**config.mk**
```make
export PLATFORM = sky130hd
export DESIGN_NAME = dsq_top
export DESIGN_NICKNAME = d
export VERILOG_FILES = /design/src/hdl/dsq_pkg.sv /design/src/hdl/dsq_top.sv
export SDC_FILE = /design/constraint.sdc
export NUM_CORES = 1
export LEC_CHECK = 0
export BUFFER_PORTS_ARGS = -buffer_cell sky130_fd_sc_hd__buf_2
export CAP_MARGIN = 20
export CORE_UTILIZATION = 44
export DETAILED_ROUTE_END_ITERATION = 16
export PLACE_DENSITY_LB_ADDON = 0.12
export SLEW_MARGIN = 20
export SYNTH_ARGS = -nofsm -noshare
export SYNTH_HDL_FRONTEND = slang
export SYNTH_SLANG_ARGS = --single-unit
```
**constraint.sdc**
```tcl
create_clock -name clk_sys -period 2.8 [get_ports clk_sys]
set_input_delay 0.56 -clock clk_sys [delete_from_list [all_inputs] [get_ports clk_sys]]
set_output_delay 0.56 -clock clk_sys [all_outputs]
set_load 0.1 [all_outputs]
```
**src/hdl/dsq_pkg.sv**
```systemverilog
// Package for the debug state sequencer status block.
// Assumes an 8-bit register port with a 9-bit byte address.
package dsq_pkg;

  // Register offsets
  localparam logic [8:0] OFF_CTRL   = 9'h100;
  localparam logic [8:0] OFF_SCR1   = 9'h107;
  localparam logic [8:0] OFF_SCR2   = 9'h108;
  localparam logic [8:0] OFF_SCR3   = 9'h109;
  localparam logic [8:0] OFF_EFR    = 9'h10A;
  localparam logic [8:0] OFF_STATUS = 9'h10B;

  // Control register fields
  localparam int unsigned ARM_BIT   = 7;
  localparam int unsigned FORCE_BIT = 6;
  localparam int unsigned EXTERNAL_EVENT_ENABLE_LSB  = 0;
  localparam logic [1:0]  EXTERNAL_EVENT_ENABLE_EXT  = 2'h2;

  // Next-state code fields in every state control register
  localparam int unsigned C0_LSB = 0;
  localparam int unsigned C1_LSB = 2;
  localparam int unsigned C3_LSB = 6;

  // Event flag positions
  localparam int unsigned FLAG_FORCE = 6;
  localparam int unsigned FLAG_EXT   = 4;

  // Next-state codes
  localparam logic [1:0] CODE_NONE  = 2'h0;
  localparam logic [1:0] CODE_A     = 2'h1;
  localparam logic [1:0] CODE_B     = 2'h2;
  localparam logic [1:0] CODE_FINAL = 2'h3;

  // State status field encodings
  localparam logic [2:0] SSF_IDLE  = 3'h0;
  localparam logic [2:0] SSF_S1    = 3'h1;
  localparam logic [2:0] SSF_S2    = 3'h2;
  localparam logic [2:0] SSF_S3    = 3'h3;
  localparam logic [2:0] SSF_FINAL = 3'h4;

  // Reset values
  localparam logic [7:0] RST_SCR  = 8'h00;
  localparam logic [7:0] RST_EFR  = 8'h00;
  localparam logic [1:0] RST_EXTERNAL_EVENT_ENABLE = 2'h0;

  // Sequencer states, one-hot
  typedef enum logic [4:0] {
    ST_IDLE  = 5'b00001,
    ST_S1    = 5'b00010,
    ST_S2    = 5'b00100,
    ST_S3    = 5'b01000,
    ST_FINAL = 5'b10000
  } dsq_state_t;

endpackage

```
**src/hdl/dsq_top.sv**
```systemverilog
// Debug state sequencer: next-state selection, event flags, state status.
// Assumes match inputs come from comparators on clk_sys, already gated by
// their enables; the external event arrives from a pin.
//
// Notes on behaviour
// - Second state: 00 none,01 first,10 third,11 final
// - Third state: 00 none,01 first,10 second,11 final
// - Highest matching channel's code wins
// - Codes at bits 1-0, 3-2, 7-6 per state
// - External event replaces channel 3 when enable=10
// - State control registers writable only while disarmed
// - Flag and status registers ignore writes
// - Flags set on events only while armed
// - Force flag set when armed or arming
// - Flags cleared only by arming
// - Flags record independently of each other
// - Force bit 6, external bit 4, matches 3-0
// - Status follows every sequencer transition except software disarm
// - Software disarm keeps last status value
// - Internal session end returns idle, status 000
// - Arming enters first state, status 001
// - Status codes 000,001,010,011,100; rest reserved
// - Arm clears itself on return to idle
// - Force request goes final, reads zero
//
// The address-and-strobe port was chosen for this implementation.
module dsq_top (
  // Clock and reset
  input  wire logic       clk_sys,
  input  wire logic       rst_n,
  // Register port
  input  wire logic [8:0] reg_addr,
  input  wire logic [7:0] reg_wdata,
  input  wire logic       reg_wr,
  input  wire logic       reg_rd,
  output logic      [7:0] reg_rdata,
  // Event sources
  input  wire logic [3:0] match_in,
  input  wire logic       ext_event_in,
  // Status
  output logic            armed,
  output logic      [2:0] state_code
);

  typedef struct packed {
    logic                arm;
    logic [1:0]          external_event_enable;
    logic [7:0]          scr1;
    logic [7:0]          scr2;
    logic [7:0]          scr3;
    logic [7:0]          efr;
    logic [2:0]          state_status_field;
    dsq_pkg::dsq_state_t st;
    logic                ext_s1;
    logic                ext_s2;
    logic                ext_q;
    logic [7:0]          rdata;
  } dsq_regs_t;

  dsq_regs_t q;
  dsq_regs_t d;

  logic       ext_ev;
  logic       ch3_ev;
  logic       wr_ctrl;
  logic       arming;
  logic       force_req;
  logic [7:0] cur_scr;
  logic [1:0] code;
  logic       any_ev;

  // Code to state mapping; the meaning of 01/10 depends on the current state
  function automatic dsq_pkg::dsq_state_t pick_state(input dsq_pkg::dsq_state_t cur,
                                                     input logic [1:0]          c);
    dsq_pkg::dsq_state_t nxt;
    nxt = cur;
    unique case (c)
      dsq_pkg::CODE_NONE:  nxt = cur;
      dsq_pkg::CODE_A:     nxt = (cur == dsq_pkg::ST_S1) ? dsq_pkg::ST_S2
                                                         : dsq_pkg::ST_S1;
      dsq_pkg::CODE_B:     nxt = (cur == dsq_pkg::ST_S3) ? dsq_pkg::ST_S2
                                                         : dsq_pkg::ST_S3;
      dsq_pkg::CODE_FINAL: nxt = dsq_pkg::ST_FINAL;
    endcase
    return nxt;
  endfunction

  // Status encoding of each state
  function automatic logic [2:0] ssf_of(input dsq_pkg::dsq_state_t s);
    logic [2:0] v;
    v = dsq_pkg::SSF_IDLE;
    unique case (s)
      dsq_pkg::ST_IDLE:  v = dsq_pkg::SSF_IDLE;
      dsq_pkg::ST_S1:    v = dsq_pkg::SSF_S1;
      dsq_pkg::ST_S2:    v = dsq_pkg::SSF_S2;
      dsq_pkg::ST_S3:    v = dsq_pkg::SSF_S3;
      dsq_pkg::ST_FINAL: v = dsq_pkg::SSF_FINAL;
      default:           v = dsq_pkg::SSF_IDLE;
    endcase
    return v;
  endfunction

  // Event decode; the pin event is edge-detected after two sync flops
  always_comb begin
    ext_ev    = q.ext_s2 & ~q.ext_q;
    ch3_ev    = (q.external_event_enable == dsq_pkg::EXTERNAL_EVENT_ENABLE_EXT) ? ext_ev : match_in[3];
    wr_ctrl   = reg_wr && (reg_addr == dsq_pkg::OFF_CTRL);
    arming    = wr_ctrl && reg_wdata[dsq_pkg::ARM_BIT] && !q.arm;
    force_req = wr_ctrl && reg_wdata[dsq_pkg::FORCE_BIT]
                && (q.arm || reg_wdata[dsq_pkg::ARM_BIT]);
    unique case (q.st)
      dsq_pkg::ST_S1: cur_scr = q.scr1;
      dsq_pkg::ST_S2: cur_scr = q.scr2;
      dsq_pkg::ST_S3: cur_scr = q.scr3;
      default:        cur_scr = 8'h00;
    endcase
    // Highest channel takes precedence even if its code is 00
    any_ev = 1'b1;
    if (ch3_ev) begin
      code = cur_scr[dsq_pkg::C3_LSB +: 2];
    end else if (match_in[1]) begin
      code = cur_scr[dsq_pkg::C1_LSB +: 2];
    end else if (match_in[0]) begin
      code = cur_scr[dsq_pkg::C0_LSB +: 2];
    end else begin
      code   = dsq_pkg::CODE_NONE;
      any_ev = 1'b0;
    end
  end

  // Next value of all block state
  always_comb begin
    d        = q;
    d.ext_s1 = ext_event_in;
    d.ext_s2 = q.ext_s1;
    d.ext_q  = q.ext_s2;
    d.rdata  = 8'h00;

    // Configuration writes only while disarmed; flag and status ignore writes
    if (reg_wr && !q.arm) begin
      unique case (reg_addr)
        dsq_pkg::OFF_SCR1: d.scr1 = reg_wdata;
        dsq_pkg::OFF_SCR2: d.scr2 = reg_wdata;
        dsq_pkg::OFF_SCR3: d.scr3 = reg_wdata;
        dsq_pkg::OFF_CTRL: d.external_event_enable = reg_wdata[dsq_pkg::EXTERNAL_EVENT_ENABLE_LSB +: 2];
        default:           d.external_event_enable = q.external_event_enable;
      endcase
    end

    // Flags accumulate independently while armed
    if (q.arm) begin
      d.efr[3:0]               = q.efr[3:0] | {ch3_ev & (q.external_event_enable != dsq_pkg::EXTERNAL_EVENT_ENABLE_EXT)
                                 | match_in[3] & (q.external_event_enable != dsq_pkg::EXTERNAL_EVENT_ENABLE_EXT),
                                 match_in[2:0]};
      d.efr[dsq_pkg::FLAG_EXT] = q.efr[dsq_pkg::FLAG_EXT] | ext_ev;
    end

    // Session control; hardware end outranks a simultaneous write
    // A force request in the same write outranks a software disarm
    if (q.st == dsq_pkg::ST_FINAL) begin
      d.st  = dsq_pkg::ST_IDLE;
      d.state_status_field = dsq_pkg::SSF_IDLE;
      d.arm = 1'b0;
    end else if (arming) begin
      d.arm = 1'b1;
      d.efr = dsq_pkg::RST_EFR;
      d.st  = dsq_pkg::ST_S1;
      d.state_status_field = dsq_pkg::SSF_S1;
      if (force_req) begin
        d.st                       = dsq_pkg::ST_FINAL;
        d.state_status_field                      = dsq_pkg::SSF_FINAL;
        d.efr[dsq_pkg::FLAG_FORCE] = 1'b1;
      end
    end else if (wr_ctrl && q.arm && !reg_wdata[dsq_pkg::ARM_BIT] && !force_req) begin
      d.arm = 1'b0;
      d.st  = dsq_pkg::ST_IDLE;
    end else if (q.arm) begin
      if (force_req) begin
        d.st                       = dsq_pkg::ST_FINAL;
        d.state_status_field                      = dsq_pkg::SSF_FINAL;
        d.efr[dsq_pkg::FLAG_FORCE] = 1'b1;
      end else if (any_ev) begin
        d.st  = pick_state(q.st, code);
        d.state_status_field = ssf_of(d.st);
      end
    end

    // Read path; reads only sample, never modify
    if (reg_rd) begin
      unique case (reg_addr)
        dsq_pkg::OFF_CTRL:   d.rdata = {q.arm, 5'h00, q.external_event_enable};
        dsq_pkg::OFF_SCR1:   d.rdata = q.scr1;
        dsq_pkg::OFF_SCR2:   d.rdata = q.scr2;
        dsq_pkg::OFF_SCR3:   d.rdata = q.scr3;
        dsq_pkg::OFF_EFR:    d.rdata = q.efr;
        dsq_pkg::OFF_STATUS: d.rdata = {5'h00, q.state_status_field};
        default:             d.rdata = 8'h00;
      endcase
    end
  end

  // All state registered here
  always_ff @(posedge clk_sys or negedge rst_n) begin
    if (!rst_n) begin
      q.arm    <= 1'b0;
      q.external_event_enable   <= dsq_pkg::RST_EXTERNAL_EVENT_ENABLE;
      q.scr1   <= dsq_pkg::RST_SCR;
      q.scr2   <= dsq_pkg::RST_SCR;
      q.scr3   <= dsq_pkg::RST_SCR;
      q.efr    <= dsq_pkg::RST_EFR;
      q.state_status_field    <= dsq_pkg::SSF_IDLE;
      q.st     <= dsq_pkg::ST_IDLE;
      q.ext_s1 <= 1'b0;
      q.ext_s2 <= 1'b0;
      q.ext_q  <= 1'b0;
      q.rdata  <= 8'h00;
    end else begin
      q <= d;
    end
  end

  // Outputs straight from flops
  assign reg_rdata  = q.rdata;
  assign armed      = q.arm;
  assign state_code = q.state_status_field;

  // Checks next to the logic
  a_arm_entry:
  assert property (@(posedge clk_sys) disable iff (!rst_n)
    (arming && !force_req && q.st != dsq_pkg::ST_FINAL)
    |=> (q.state_status_field == dsq_pkg::SSF_S1 && q.st == dsq_pkg::ST_S1 && q.efr == 8'h00))
    else $error("arming did not enter first state");

  a_scr2_lock:
  assert property (@(posedge clk_sys) disable iff (!rst_n)
    (q.arm && reg_wr && reg_addr == dsq_pkg::OFF_SCR2) |=> $stable(q.scr2))
    else $error("state 2 control written while armed");

  a_flags_sticky:
  assert property (@(posedge clk_sys) disable iff (!rst_n)
    !arming |=> ((q.efr & $past(q.efr)) == $past(q.efr)))
    else $error("event flag cleared without arming");

  a_match_flag:
  assert property (@(posedge clk_sys) disable iff (!rst_n)
    (q.arm && match_in[0]) |=> q.efr[0])
    else $error("match 0 flag not set while armed");

  a_ch3_prio:
  assert property (@(posedge clk_sys) disable iff (!rst_n)
    (q.arm && !wr_ctrl && q.st == dsq_pkg::ST_S2 && match_in[3] && match_in[0]
     && q.external_event_enable != dsq_pkg::EXTERNAL_EVENT_ENABLE_EXT && q.scr2[7:6] == 2'h3)
    |=> (q.st == dsq_pkg::ST_FINAL ##1 q.st == dsq_pkg::ST_IDLE && !q.arm))
    else $error("channel 3 priority or final exit wrong");

  a_s3_ch0:
  assert property (@(posedge clk_sys) disable iff (!rst_n)
    (q.arm && !wr_ctrl && q.st == dsq_pkg::ST_S3 && match_in[0] && !match_in[1]
     && !ch3_ev && q.scr3[1:0] == 2'h2)
    |=> (q.st == dsq_pkg::ST_S2 && q.state_status_field == dsq_pkg::SSF_S2))
    else $error("state 3 code 10 did not reach state 2");

  a_final_end:
  assert property (@(posedge clk_sys) disable iff (!rst_n)
    (q.st == dsq_pkg::ST_FINAL) |=> (q.state_status_field == dsq_pkg::SSF_IDLE && !q.arm))
    else $error("final state did not end session");

  a_sw_disarm:
  assert property (@(posedge clk_sys) disable iff (!rst_n)
    (q.arm && q.st != dsq_pkg::ST_FINAL && wr_ctrl && !reg_wdata[dsq_pkg::ARM_BIT]
     && !reg_wdata[dsq_pkg::FORCE_BIT])
    |=> (!q.arm && q.state_status_field == $past(q.state_status_field)))
    else $error("software disarm changed status");

  a_force_flag:
  assert property (@(posedge clk_sys) disable iff (!rst_n)
    (force_req && q.st != dsq_pkg::ST_FINAL)
    |=> (q.efr[6] && q.state_status_field == dsq_pkg::SSF_FINAL))
    else $error("force request not recorded");

  a_read_clean:
  assert property (@(posedge clk_sys) disable iff (!rst_n)
    (reg_rd && !q.arm && !arming) |=> ($stable(q.efr) && $stable(q.state_status_field)))
    else $error("read changed flags or status");

  // Register access, flag and status checks
  a_scr3_lock:
  assert property (@(posedge clk_sys) disable iff (!rst_n)
    (q.arm && reg_wr && reg_addr == dsq_pkg::OFF_SCR3) |=> $stable(q.scr3))
    else $error("state 3 control written while armed");

  a_ro_write:
  assert property (@(posedge clk_sys) disable iff (!rst_n)
    (reg_wr && !q.arm && (reg_addr == dsq_pkg::OFF_EFR || reg_addr == dsq_pkg::OFF_STATUS))
    |=> ($stable(q.efr) && $stable(q.state_status_field)))
    else $error("write reached a read-only register");

  a_idle_flags:
  assert property (@(posedge clk_sys) disable iff (!rst_n)
    (!q.arm && !arming) |=> $stable(q.efr))
    else $error("event flag changed while disarmed");

  a_ext_flag:
  assert property (@(posedge clk_sys) disable iff (!rst_n)
    (q.arm && ext_ev) |=> q.efr[dsq_pkg::FLAG_EXT])
    else $error("external event flag not set while armed");

  a_ext_final:
  assert property (@(posedge clk_sys) disable iff (!rst_n)
    (q.arm && !wr_ctrl && q.st == dsq_pkg::ST_S2 && q.external_event_enable == dsq_pkg::EXTERNAL_EVENT_ENABLE_EXT && ext_ev
     && q.scr2[7:6] == 2'h3)
    |=> (q.st == dsq_pkg::ST_FINAL && q.state_status_field == dsq_pkg::SSF_FINAL))
    else $error("external event did not act as channel 3");

  a_status_track:
  assert property (@(posedge clk_sys) disable iff (!rst_n)
    q.arm |-> ((q.st == dsq_pkg::ST_S1 && q.state_status_field == dsq_pkg::SSF_S1)
           || (q.st == dsq_pkg::ST_S2 && q.state_status_field == dsq_pkg::SSF_S2)
           || (q.st == dsq_pkg::ST_S3 && q.state_status_field == dsq_pkg::SSF_S3)
           || (q.st == dsq_pkg::ST_FINAL && q.state_status_field == dsq_pkg::SSF_FINAL)))
    else $error("status field does not match sequencer state");

  a_status_legal:
  assert property (@(posedge clk_sys) disable iff (!rst_n)
    (q.state_status_field <= dsq_pkg::SSF_FINAL))
    else $error("reserved status code shown");

  a_force_read:
  assert property (@(posedge clk_sys) disable iff (!rst_n)
    (reg_rd && reg_addr == dsq_pkg::OFF_CTRL) |=> !reg_rdata[dsq_pkg::FORCE_BIT])
    else $error("force request bit read back as one");

  a_s2_ch1:
  assert property (@(posedge clk_sys) disable iff (!rst_n)
    (q.arm && !wr_ctrl && q.st == dsq_pkg::ST_S2 && match_in[1] && !ch3_ev
     && q.scr2[3:2] == 2'h1)
    |=> (q.st == dsq_pkg::ST_S1 && q.state_status_field == dsq_pkg::SSF_S1))
    else $error("state 2 code 01 did not reach state 1");

  a_force_wins:
  assert property (@(posedge clk_sys) disable iff (!rst_n)
    (force_req && q.arm && q.st != dsq_pkg::ST_FINAL)
    |=> (q.arm && q.st == dsq_pkg::ST_FINAL))
    else $error("force request while armed did not reach final");

endmodule

```
# ---- Word level (Yosys, flattened, before mapping)
# Cells that the tools add are included.
dict set report word_totals {
  inputBits 26
  regBits 52
  elab_cells 109
  latchBits 0
  out_inout_bits 12
  ramBits 0
  memories 0
  rom_bits 0
}
dict set report op_classes {
  mux 39
  n_reduce_logical 28
  n_div 0
  eq_ne 21
  order_cmp 0
  bitwise_logic 8
  multipliers 0
  n_shift 0
  n_addsub 0
}
# operator n
set ops {}
lappend ops {{8-bit two-way mux} 7}
lappend ops {{9-bit equality test, second input constant} 6}
lappend ops {{5-bit two-way mux} 10}
lappend ops {{8-bit case mux with 6 select lines} 1}
lappend ops {{8-bit case mux with 3 select lines} 1}
lappend ops {{5-bit case mux with 4 select lines} 1}
lappend ops {{1-bit two-way mux} 12}
lappend ops {{3-bit case mux with 4 select lines} 1}
lappend ops {{5-bit by 2-bit equality test with 1-bit output, second input constant} 2}
lappend ops {{5-bit by 3-bit equality test with 1-bit output, second input constant} 2}
lappend ops {{5-bit by 4-bit equality test with 1-bit output, second input constant} 2}
lappend ops {{5-bit equality test, second input constant} 2}
lappend ops {{2-bit AND reduction} 5}
lappend ops {{1-bit logical AND} 9}
lappend ops {{4-bit nonzero test} 2}
lappend ops {{2-bit equality test, second input constant} 3}
lappend ops {{2-bit two-way mux} 3}
lappend ops {{3-bit two-way mux} 2}
lappend ops {{3-bit nonzero test} 2}
lappend ops {{5-bit nonzero test} 1}
lappend ops {{4-bit two-way mux} 1}
lappend ops {{2-bit != test, second input constant} 2}
lappend ops {{4-bit bitwise OR} 1}
lappend ops {{4-bit AND reduction} 1}
lappend ops {{10 further kinds} 17}

# ---- Logic depth before layout (Yosys ltp)
# Gate-level depths: netlist of the first run.
dict set report logic_depth {
  depth_word 21
  ltp_mapped 11
  depth_no_buf 8
}

# ---- Worst setup path before layout of the first run
# OpenSTA, ideal clock, no wires.
dict set report synth_timing {
  kind {input port to flip-flop}
  from {in reg_addr[5]}
  to {reg q[35] (netlist bit)}
  t_required_ps 2675
  t_arrival_ps 2395
  setup_slack_ps 280
  path_buffers 1
  setup_ps 125
  path_stages 7
  path_cell_list {nor4_1 > nand2_1 > nor3b_2 > nor3b_2 > and3b_1 > buf_2 > mux2_2}
}
dict set report synth_between {
  elab_chain_len 2
}
# element line_no
set synth_lines {}
lappend synth_lines {{start: declaration} dsq_top.sv:32} ;# input wire logic [8:0] reg_addr,
lappend synth_lines {{9-bit equality test} dsq_top.sv:141} ;# unique case (reg_addr)
lappend synth_lines {{2-bit AND reduction (no source line)} n/a}
lappend synth_lines {{end: declaration} dsq_top.sv:60} ;# dsq_regs_t q;
# Every way passes these cells.
# A chain may end at the register's enable or synchronous reset.

# ---- Worst setup path in the final report of the first run
dict set report layout_timing {
  from {reg q[12] (netlist bit)}
  to {reg q, in the netlist state_code[0]}
}
dict set report layout_between {
  elab_chain_len 21
  elab_cells_between_ends 36
  cone_classes {eq/ne: 12; mux: 20; reduce/logical: 4}
}
# element line_no
set layout_lines {}
lappend layout_lines {{5-bit by 4-bit equality test with 1-bit output (tied with other cells)} {dsq_top.sv:81, dsq_top.sv:111}}
lappend layout_lines {{8-bit case mux with 3 select lines} dsq_top.sv:111} ;# unique case (q.st)
lappend layout_lines {{2-bit two-way mux} dsq_top.sv:123} ;# end else if (match_in[0]) begin
lappend layout_lines {{2-bit two-way mux} dsq_top.sv:121} ;# end else if (match_in[1]) begin
lappend layout_lines {{2-bit two-way mux} dsq_top.sv:119} ;# if (ch3_ev) begin
lappend layout_lines {{2-bit equality test (tied with other cells)} dsq_top.sv:77} ;# unique case (c)
lappend layout_lines {{5-bit case mux with 4 select lines} dsq_top.sv:77}
lappend layout_lines {{5-bit two-way mux} dsq_top.sv:182} ;# end else if (any_ev) begin
lappend layout_lines {{[... 5 more ...]} n/a}
lappend layout_lines {{5-bit equality test (tied with other cells)} dsq_top.sv:92} ;# unique case (s)
lappend layout_lines {{3-bit case mux with 4 select lines} dsq_top.sv:92}
lappend layout_lines {{8-bit two-way mux} dsq_top.sv:182}
lappend layout_lines {{8-bit two-way mux} dsq_top.sv:178} ;# if (force_req) begin
lappend layout_lines {{8-bit two-way mux} dsq_top.sv:177} ;# end else if (q.arm) begin
lappend layout_lines {{3-bit two-way mux} dsq_top.sv:174} ;# end else if (wr_ctrl && q.arm && !reg_wdata[dsq_pkg::ARM_BIT] && !force_req) begin
lappend layout_lines {{8-bit two-way mux} dsq_top.sv:164} ;# end else if (arming) begin
lappend layout_lines {{8-bit two-way mux} dsq_top.sv:160} ;# if (q.st == dsq_pkg::ST_FINAL) begin
# Several ways; a longest one is shown, not always the timed one. The select of a mux whose other input is x is not followed.

==> results of run 1 <==
registers in the layout, indices dropped and copies added, names as in the netlist:
| name | cells |
|---|---|
| q | 38 |
| reg_rdata | 8 |
| state_code | 3 |
| d | 2 |
| armed | 1 |
synthesized netlist by cell type (all sizes together) (3+ instances only):
master,count
nand2,13
nor4,3
a221oi,4
nand2b,3
a2111oi,3
o21ai,15
nor2,26
a222oi,3
a32o,3
a21oi,11
a31oi,4
nand3b,5
inv,7
mux2,26
clkbuf,10
a211oi,3
dfrtp,51
a22oi,3
nor3,8
buf,20
nor2b,5
nor3b,5
o22ai,3
and3,3
and3b,4
layer usage:
layer,global-route usage [%],vias up,routed length (µm)
li1,-,1116,-
met5,0,-,0
met3,3.07,8,350
met2,38.3,72,3700
met1,32.0,1205,3540
met4,7.84,0,99
stage by stage:
| stage | setup slack [ns] | hold slack (ns) |
|---|---|---|
| final | 0.186 | 0.355 |
| after global routing | 0.0295 | 0.341 |
| after CTS | 0.0996 | 0.352 |
| after detailed placement | 0.120 | 0.338 |
| after global placement | 0.125 | 0.334 |
| after floorplan | 0.280 | 0.264 |
power by group through the flow:
stage / sequential (mW) / combinational [mW] / clock [mW]
4_1_cts: 0.926 / 0.726 / 0.508
3_3_place_gp: 0.941 / 0.725 / 0
5_1_grt: 0.938 / 0.828 / 0.536
3_5_place_dp: 0.941 / 0.723 / 0
2_1_floorplan: 0.889 / 0.572 / 0
6_report: 0.923 / 0.756 / 0.491
layout make-up:
class | count | area (µm²)
well taps | 77 | 96.3
multi-input cells | 191 | 1450
clock inverters | 1 | 30.0
clock buffers | 5 | 68.8
fillers | 609 | 3080
inverters | 7 | 26.3
flip-flops and latches | 52 | 1300
repair buffers | 61 | 365
kinds of logic (layout without fill, tap and decap cells):
family	Yosys count	after routing	synth area share, %
simple gates	87	87	17.6
xor+xnor	2	2	0.594
flops	52	52	44.2
compound gates	74	74	19.1
buf+inv	37	74	7.09
mux	28	28	11.5
worst paths after layout:
| kind | endpoint | start | slack, ns |
|---|---|---|---|
| max | state_code[0]$_DFFE_PN0P_ | q[12]$_DFFE_PN0P_ | 0.19 |
| min | d[8]$_DFF_PN0_ | d[9]$_DFF_PN0_ | 0.35 |
| max reg2reg | state_code[0]$_DFFE_PN0P_ | q[12]$_DFFE_PN0P_ | 0.19 |
| min reg2reg | d[8]$_DFF_PN0_ | d[9]$_DFF_PN0_ | 0.35 |
| max in group asynchronous | q[12]$_DFFE_PN0P_ | rst_n | 1.97 |
| min in group asynchronous | q[39]$_DFFE_PN0P_ | rst_n | 0.37 |
repair_timing:
| action | 4_1_cts | 5_1_grt |
|---|---|---|
| endpoints found under the setup margin | 0 | 3 |
| resized for setup | 0 | 2 |
| buffers inserted | 0 | 2 |
==> results.toml, run 1 <==
[power_and_ir_drop]
pwr-share-seq_pct = 42.5
p_sw_mw = 0.784
leakage_nw = 1.56
sw_frac_of_total_pct = 36.1
p_clk_share_pct = 22.6
p_per_area_nw_per_um2 = 650
max-vdd-ir-drop_uv = 348
internal_power_mw = 1.39
pwr-share-comb_pct = 34.8
finalPower_mw = 2.17

[sta]
drv_slew = 0
worst_pin_slew_ns = 0.642
relSlewSlack_pct = 57.2
tns_ns = 0
max_clock_freq_ghz = 0.383
rsz0062_at_grt = "no"
period_needed_ns = 2.61
finalClockSkew_ns = 0.00668
finalSetupViolCount = 0
hold_viol_final = 0
fin_crit_sh_pct = 93.4

[synth]
synth_area_per_cell_um2 = 10.5
ys_seq_elements = 52
yosysTopAreaCell = "dfrtp_1"
synth-edff-count = 0
ys_warn_count = 0
synth_seq_area_share_pct = 44.2
netlist_instances = 280
synthesis.area_um2 = 2950
synthFlopType = "dfrtp_1"
synth.distinct_cells = 66
syn_nets = 306
synth_top_cell_area_share_pct = 43.3
yosys-top-cells-area = "dfrtp_1 43%, mux2_2 5.7%, mux2_1 4.2%"
ys_async_sr_fraction_pct = 100

[placement]
dpl.cell_count = 386
gp_congestion = 0.895
dp_hpwl_um = 5840
place_area_um2 = 3210
port_buffers = 37

[finish]
mostFrequentLayoutCell = "dfrtp_1"
finalNonFillerCells = 394
antennaDiodeCount = 0
layout_common_cells = "50 x dfrtp_1, 37 x buf_2, 25 x nor2_1"
drive_gt1_share_pct = 31.9
area_delta_synth_final_pct = 13.3
finalNetCount = 344
postLayoutCellArea_um2 = 3340
fin_util_pct = 52.0

[floorplan]
core-area_um2 = 6420
die_y_um = 83.9
rows = 29
initial_utilization_pct = 45.9
die_w_um = 83.9
ios = 38
dieArea_um2 = 7030

[critical_path]
cp.arrival_ns = 2.80
cp_num_cells = 8
cp_cell_sequence = "or4b_4, nor3b_2, a2111oi_4, or3_1, o21ai_2, o22ai_1, a221oi_2, o21ai_1"
critPathTopFamily = "simple AND/OR/NAND/NOR gates"
cp-start-kind = "flip-flop"
path_class = "reg2reg"
required_ns = 2.98
cp-end-kind = "flip-flop"
crit_buf_inv = 0
path_max_fanout = 10
cp_slowest_cell = "or4b_4"
worst_r2r_path_depth = 8
cpPeakStageDelay_ns = 0.53

[outcome]
failed_checks = "DRC"
status = "finished with violations"

[detailed_routing]
vias = 2401
drtIter0Drc = 129
drt_wl_total_um = 7680
drc_errors = 6
drt_pass1_iterations = 11
avgViaCountPerCell = 6.09
antenna_left = 0
wl_per_cell_um = 19.5

[clock_tree]
htreeDepth = 2
cts_tree = "built"
clock-sinks = 52
cts_buffer_depth = 2
numCtsBuffers = 5
clk_latency_ns = 0.30
clkTransAtPathRegs_ns = 0.09
cts-root-buf = "clkbuf_8"
ctsHoldBuffers = 0

[grt]
grt_max_degree = 53
grt_pass1_wl_um = 12600
grt_pass1_vias = 2381
grt-ovfl-total = 0
antenna_found_initial = 0
gr-usage-all-layers_pct = 23.4

[run]
drv_cap = 0

[worst_hold_path]
hold_path_depth = 0
min_path_type = "reg2reg"
Note: power is estimated with default switching activity, not from simulation.
==> run 2, diff against run 1 <==
SETUP_SLACK_MARGIN = 0.2   (was not set)
==> results.toml, run 2 (same netlist as run 1, synthesis figures left out) <==
[clock_tree]
clock-sinks = 52
cts-root-buf = "clkbuf_8"
numCtsBuffers = 5
clkTransAtPathRegs_ns = 0.09
cts_tree = "built"
cts_buffer_depth = 2
clk_latency_ns = 0.30
htreeDepth = 2

[detailed_routing]
vias = 2409
avgViaCountPerCell = 6.08
drc_errors = 6
drtIter0Drc = 147
wl_per_cell_um = 19.6
drt_wl_total_um = 7770
drt_pass1_iterations = 10
antenna_left = 0

[worst_hold_path]
min_from = "d[9]$_DFF_PN0_"
hold_path_depth = 0
hold_path_end = "d[8]$_DFF_PN0_"
min_path_type = "reg2reg"

[power_and_ir_drop]
p_sw_mw = 0.815
max-vdd-ir-drop_uv = 365
internal_power_mw = 1.40
sw_frac_of_total_pct = 36.7
pwr-share-seq_pct = 41.7
pwr-share-comb_pct = 36.2
p_per_area_nw_per_um2 = 652
leakage_nw = 1.59
p_clk_share_pct = 22.2

[sta]
finalSetupViolCount = 0
relSlewSlack_pct = 57.2
period_needed_ns = 2.58
fin_crit_sh_pct = 92.1
drv_slew = 0
hold_viol_final = 0
worst_pin_slew_ns = 0.642
finalClockSkew_ns = 0.00550
rsz0062_at_grt = "yes"
tns_ns = 0
max_clock_freq_ghz = 0.388
worst_hold_slack_ns = 0.355

[grt]
grt_pass1_vias = 2414
grt_pass1_wl_um = 12700
busiest_layer = "met2"
grt_max_degree = 53
gr-usage-all-layers_pct = 23.6
grt_use_met3_pct = 3.26
grt-ovfl-total = 0
antenna_found_initial = 0
use_met1_pct = 32.1
met2_usage_pct = 38.7

[finish]
largest_reg_flops = 38
antennaDiodeCount = 0
drive_gt1_share_pct = 34.5
area_delta_synth_final_pct = 15.4
mostFrequentLayoutCell = "dfrtp_1"
finalNetCount = 346
fillers = 607
regMostFlops = "q"
layout_common_cells = "50 x dfrtp_1, 37 x buf_2, 26 x buf_4"

[critical_path]
worst_r2r_path_depth = 8
startpoint = "q[15]$_DFFE_PN0P_"
r2r_start = "q[15]$_DFFE_PN0P_"
cp-end-kind = "flip-flop"
cp.arrival_ns = 2.77
rrSetupSlack_ns = 0.22
worstReg2RegEnd = "state_code[2]$_DFFE_PN0P_"
required_ns = 2.99
path_class = "reg2reg"
cp-start-kind = "flip-flop"
path_max_fanout = 7

[placement]
port_buffers = 37
dp_hpwl_um = 5840
gp_congestion = 0.895

[floorplan]
dieArea_um2 = 7030
initial_utilization_pct = 45.9
die_y_um = 83.9
ios = 38
core-area_um2 = 6420
rows = 29
die_w_um = 83.9

[run]
drv_cap = 0

[outcome]
failed_checks = "DRC"
status = "finished with violations"
-- run 2: final cells by class --
class / count / area (µm²) / area share (%)
multi-input cells: 191 / 1500 / 44.0
clock buffers: 5 / 68.8 / 2.02
inverters: 7 / 26.3 / 0.773
flip-flops and latches: 52 / 1300 / 38.3
clock inverters: 1 / 30.0 / 0.883
well taps: 77 / 96.3 / 2.83
repair buffers: 63 / 380 / 11.2
-- run 2: power by group through the flow --
| stage | clock (mW) | combinational (mW) | sequential [mW] |
|---|---|---|---|
| 4_1_cts | 0.508 | 0.764 | 0.915 |
| 6_report | 0.492 | 0.802 | 0.924 |
| 2_1_floorplan | 0 | 0.572 | 0.889 |
| 5_1_grt | 0.536 | 0.870 | 0.935 |
| 3_3_place_gp | 0 | 0.725 | 0.941 |
| 3_5_place_dp | 0 | 0.723 | 0.941 |
-- run 2: stage by stage --
stage | cells | instance area, µm² | setup slack, ns | power [mW] | utilization (%)
4_1_cts | 394 | 3340 | 0.272 | 2.19 | 52.1
3_5_place_dp | 386 | 3210 | 0.120 | 1.66 | 50.0
5_1_grt | 396 | 3400 | 0.147 | 2.34 | 53.0
3_3_place_gp | 386 | 3210 | 0.125 | 1.67 | 50.0
2_1_floorplan | 280 | 2950 | 0.280 | 1.46 | -
6_report | 396 | 3400 | 0.221 | 2.22 | 53.0
-- run 2: worst max-delay path, stage by stage, from the launching register on --
cell       delay, ns
dfrtp_1         0.43
or4b_4          0.59
nor3b_4         0.25
a2111oi_4       0.10
or3_4           0.44
nor2_1          0.14
a221o_1         0.20
nor3_1          0.07
a221o_1         0.25
-- run 2: worst max-delay path by stage --
stage,to,depth (start not counted),slack (ns)
floorplan,q[35]$_DFFE_PN0P_,7,0.28
global placement,state_code[2]$_DFFE_PN0P_,8,0.13
detailed placement,state_code[0]$_DFFE_PN0P_,8,0.12
CTS,state_code[2]$_DFFE_PN0P_,8,0.27
global route,state_code[2]$_DFFE_PN0P_,8,0.15
finish,state_code[2]$_DFFE_PN0P_,8,0.22
-- run 2: metal layers --
metal / vias to the layer above / routed length [µm]
met2: 62 / 3780
li1: 1119 / -
met1: 1220 / 3480
met3: 8 / 426
met4: 0 / 83
met5: - / 0
-- run 2: timing repair --
item	CTS	global route
pin swaps	0	2
resized for setup	3	9
hold buffers	0	0
gates cloned	0	0
setup endpoints to repair	3	3
setup buffers	2	2
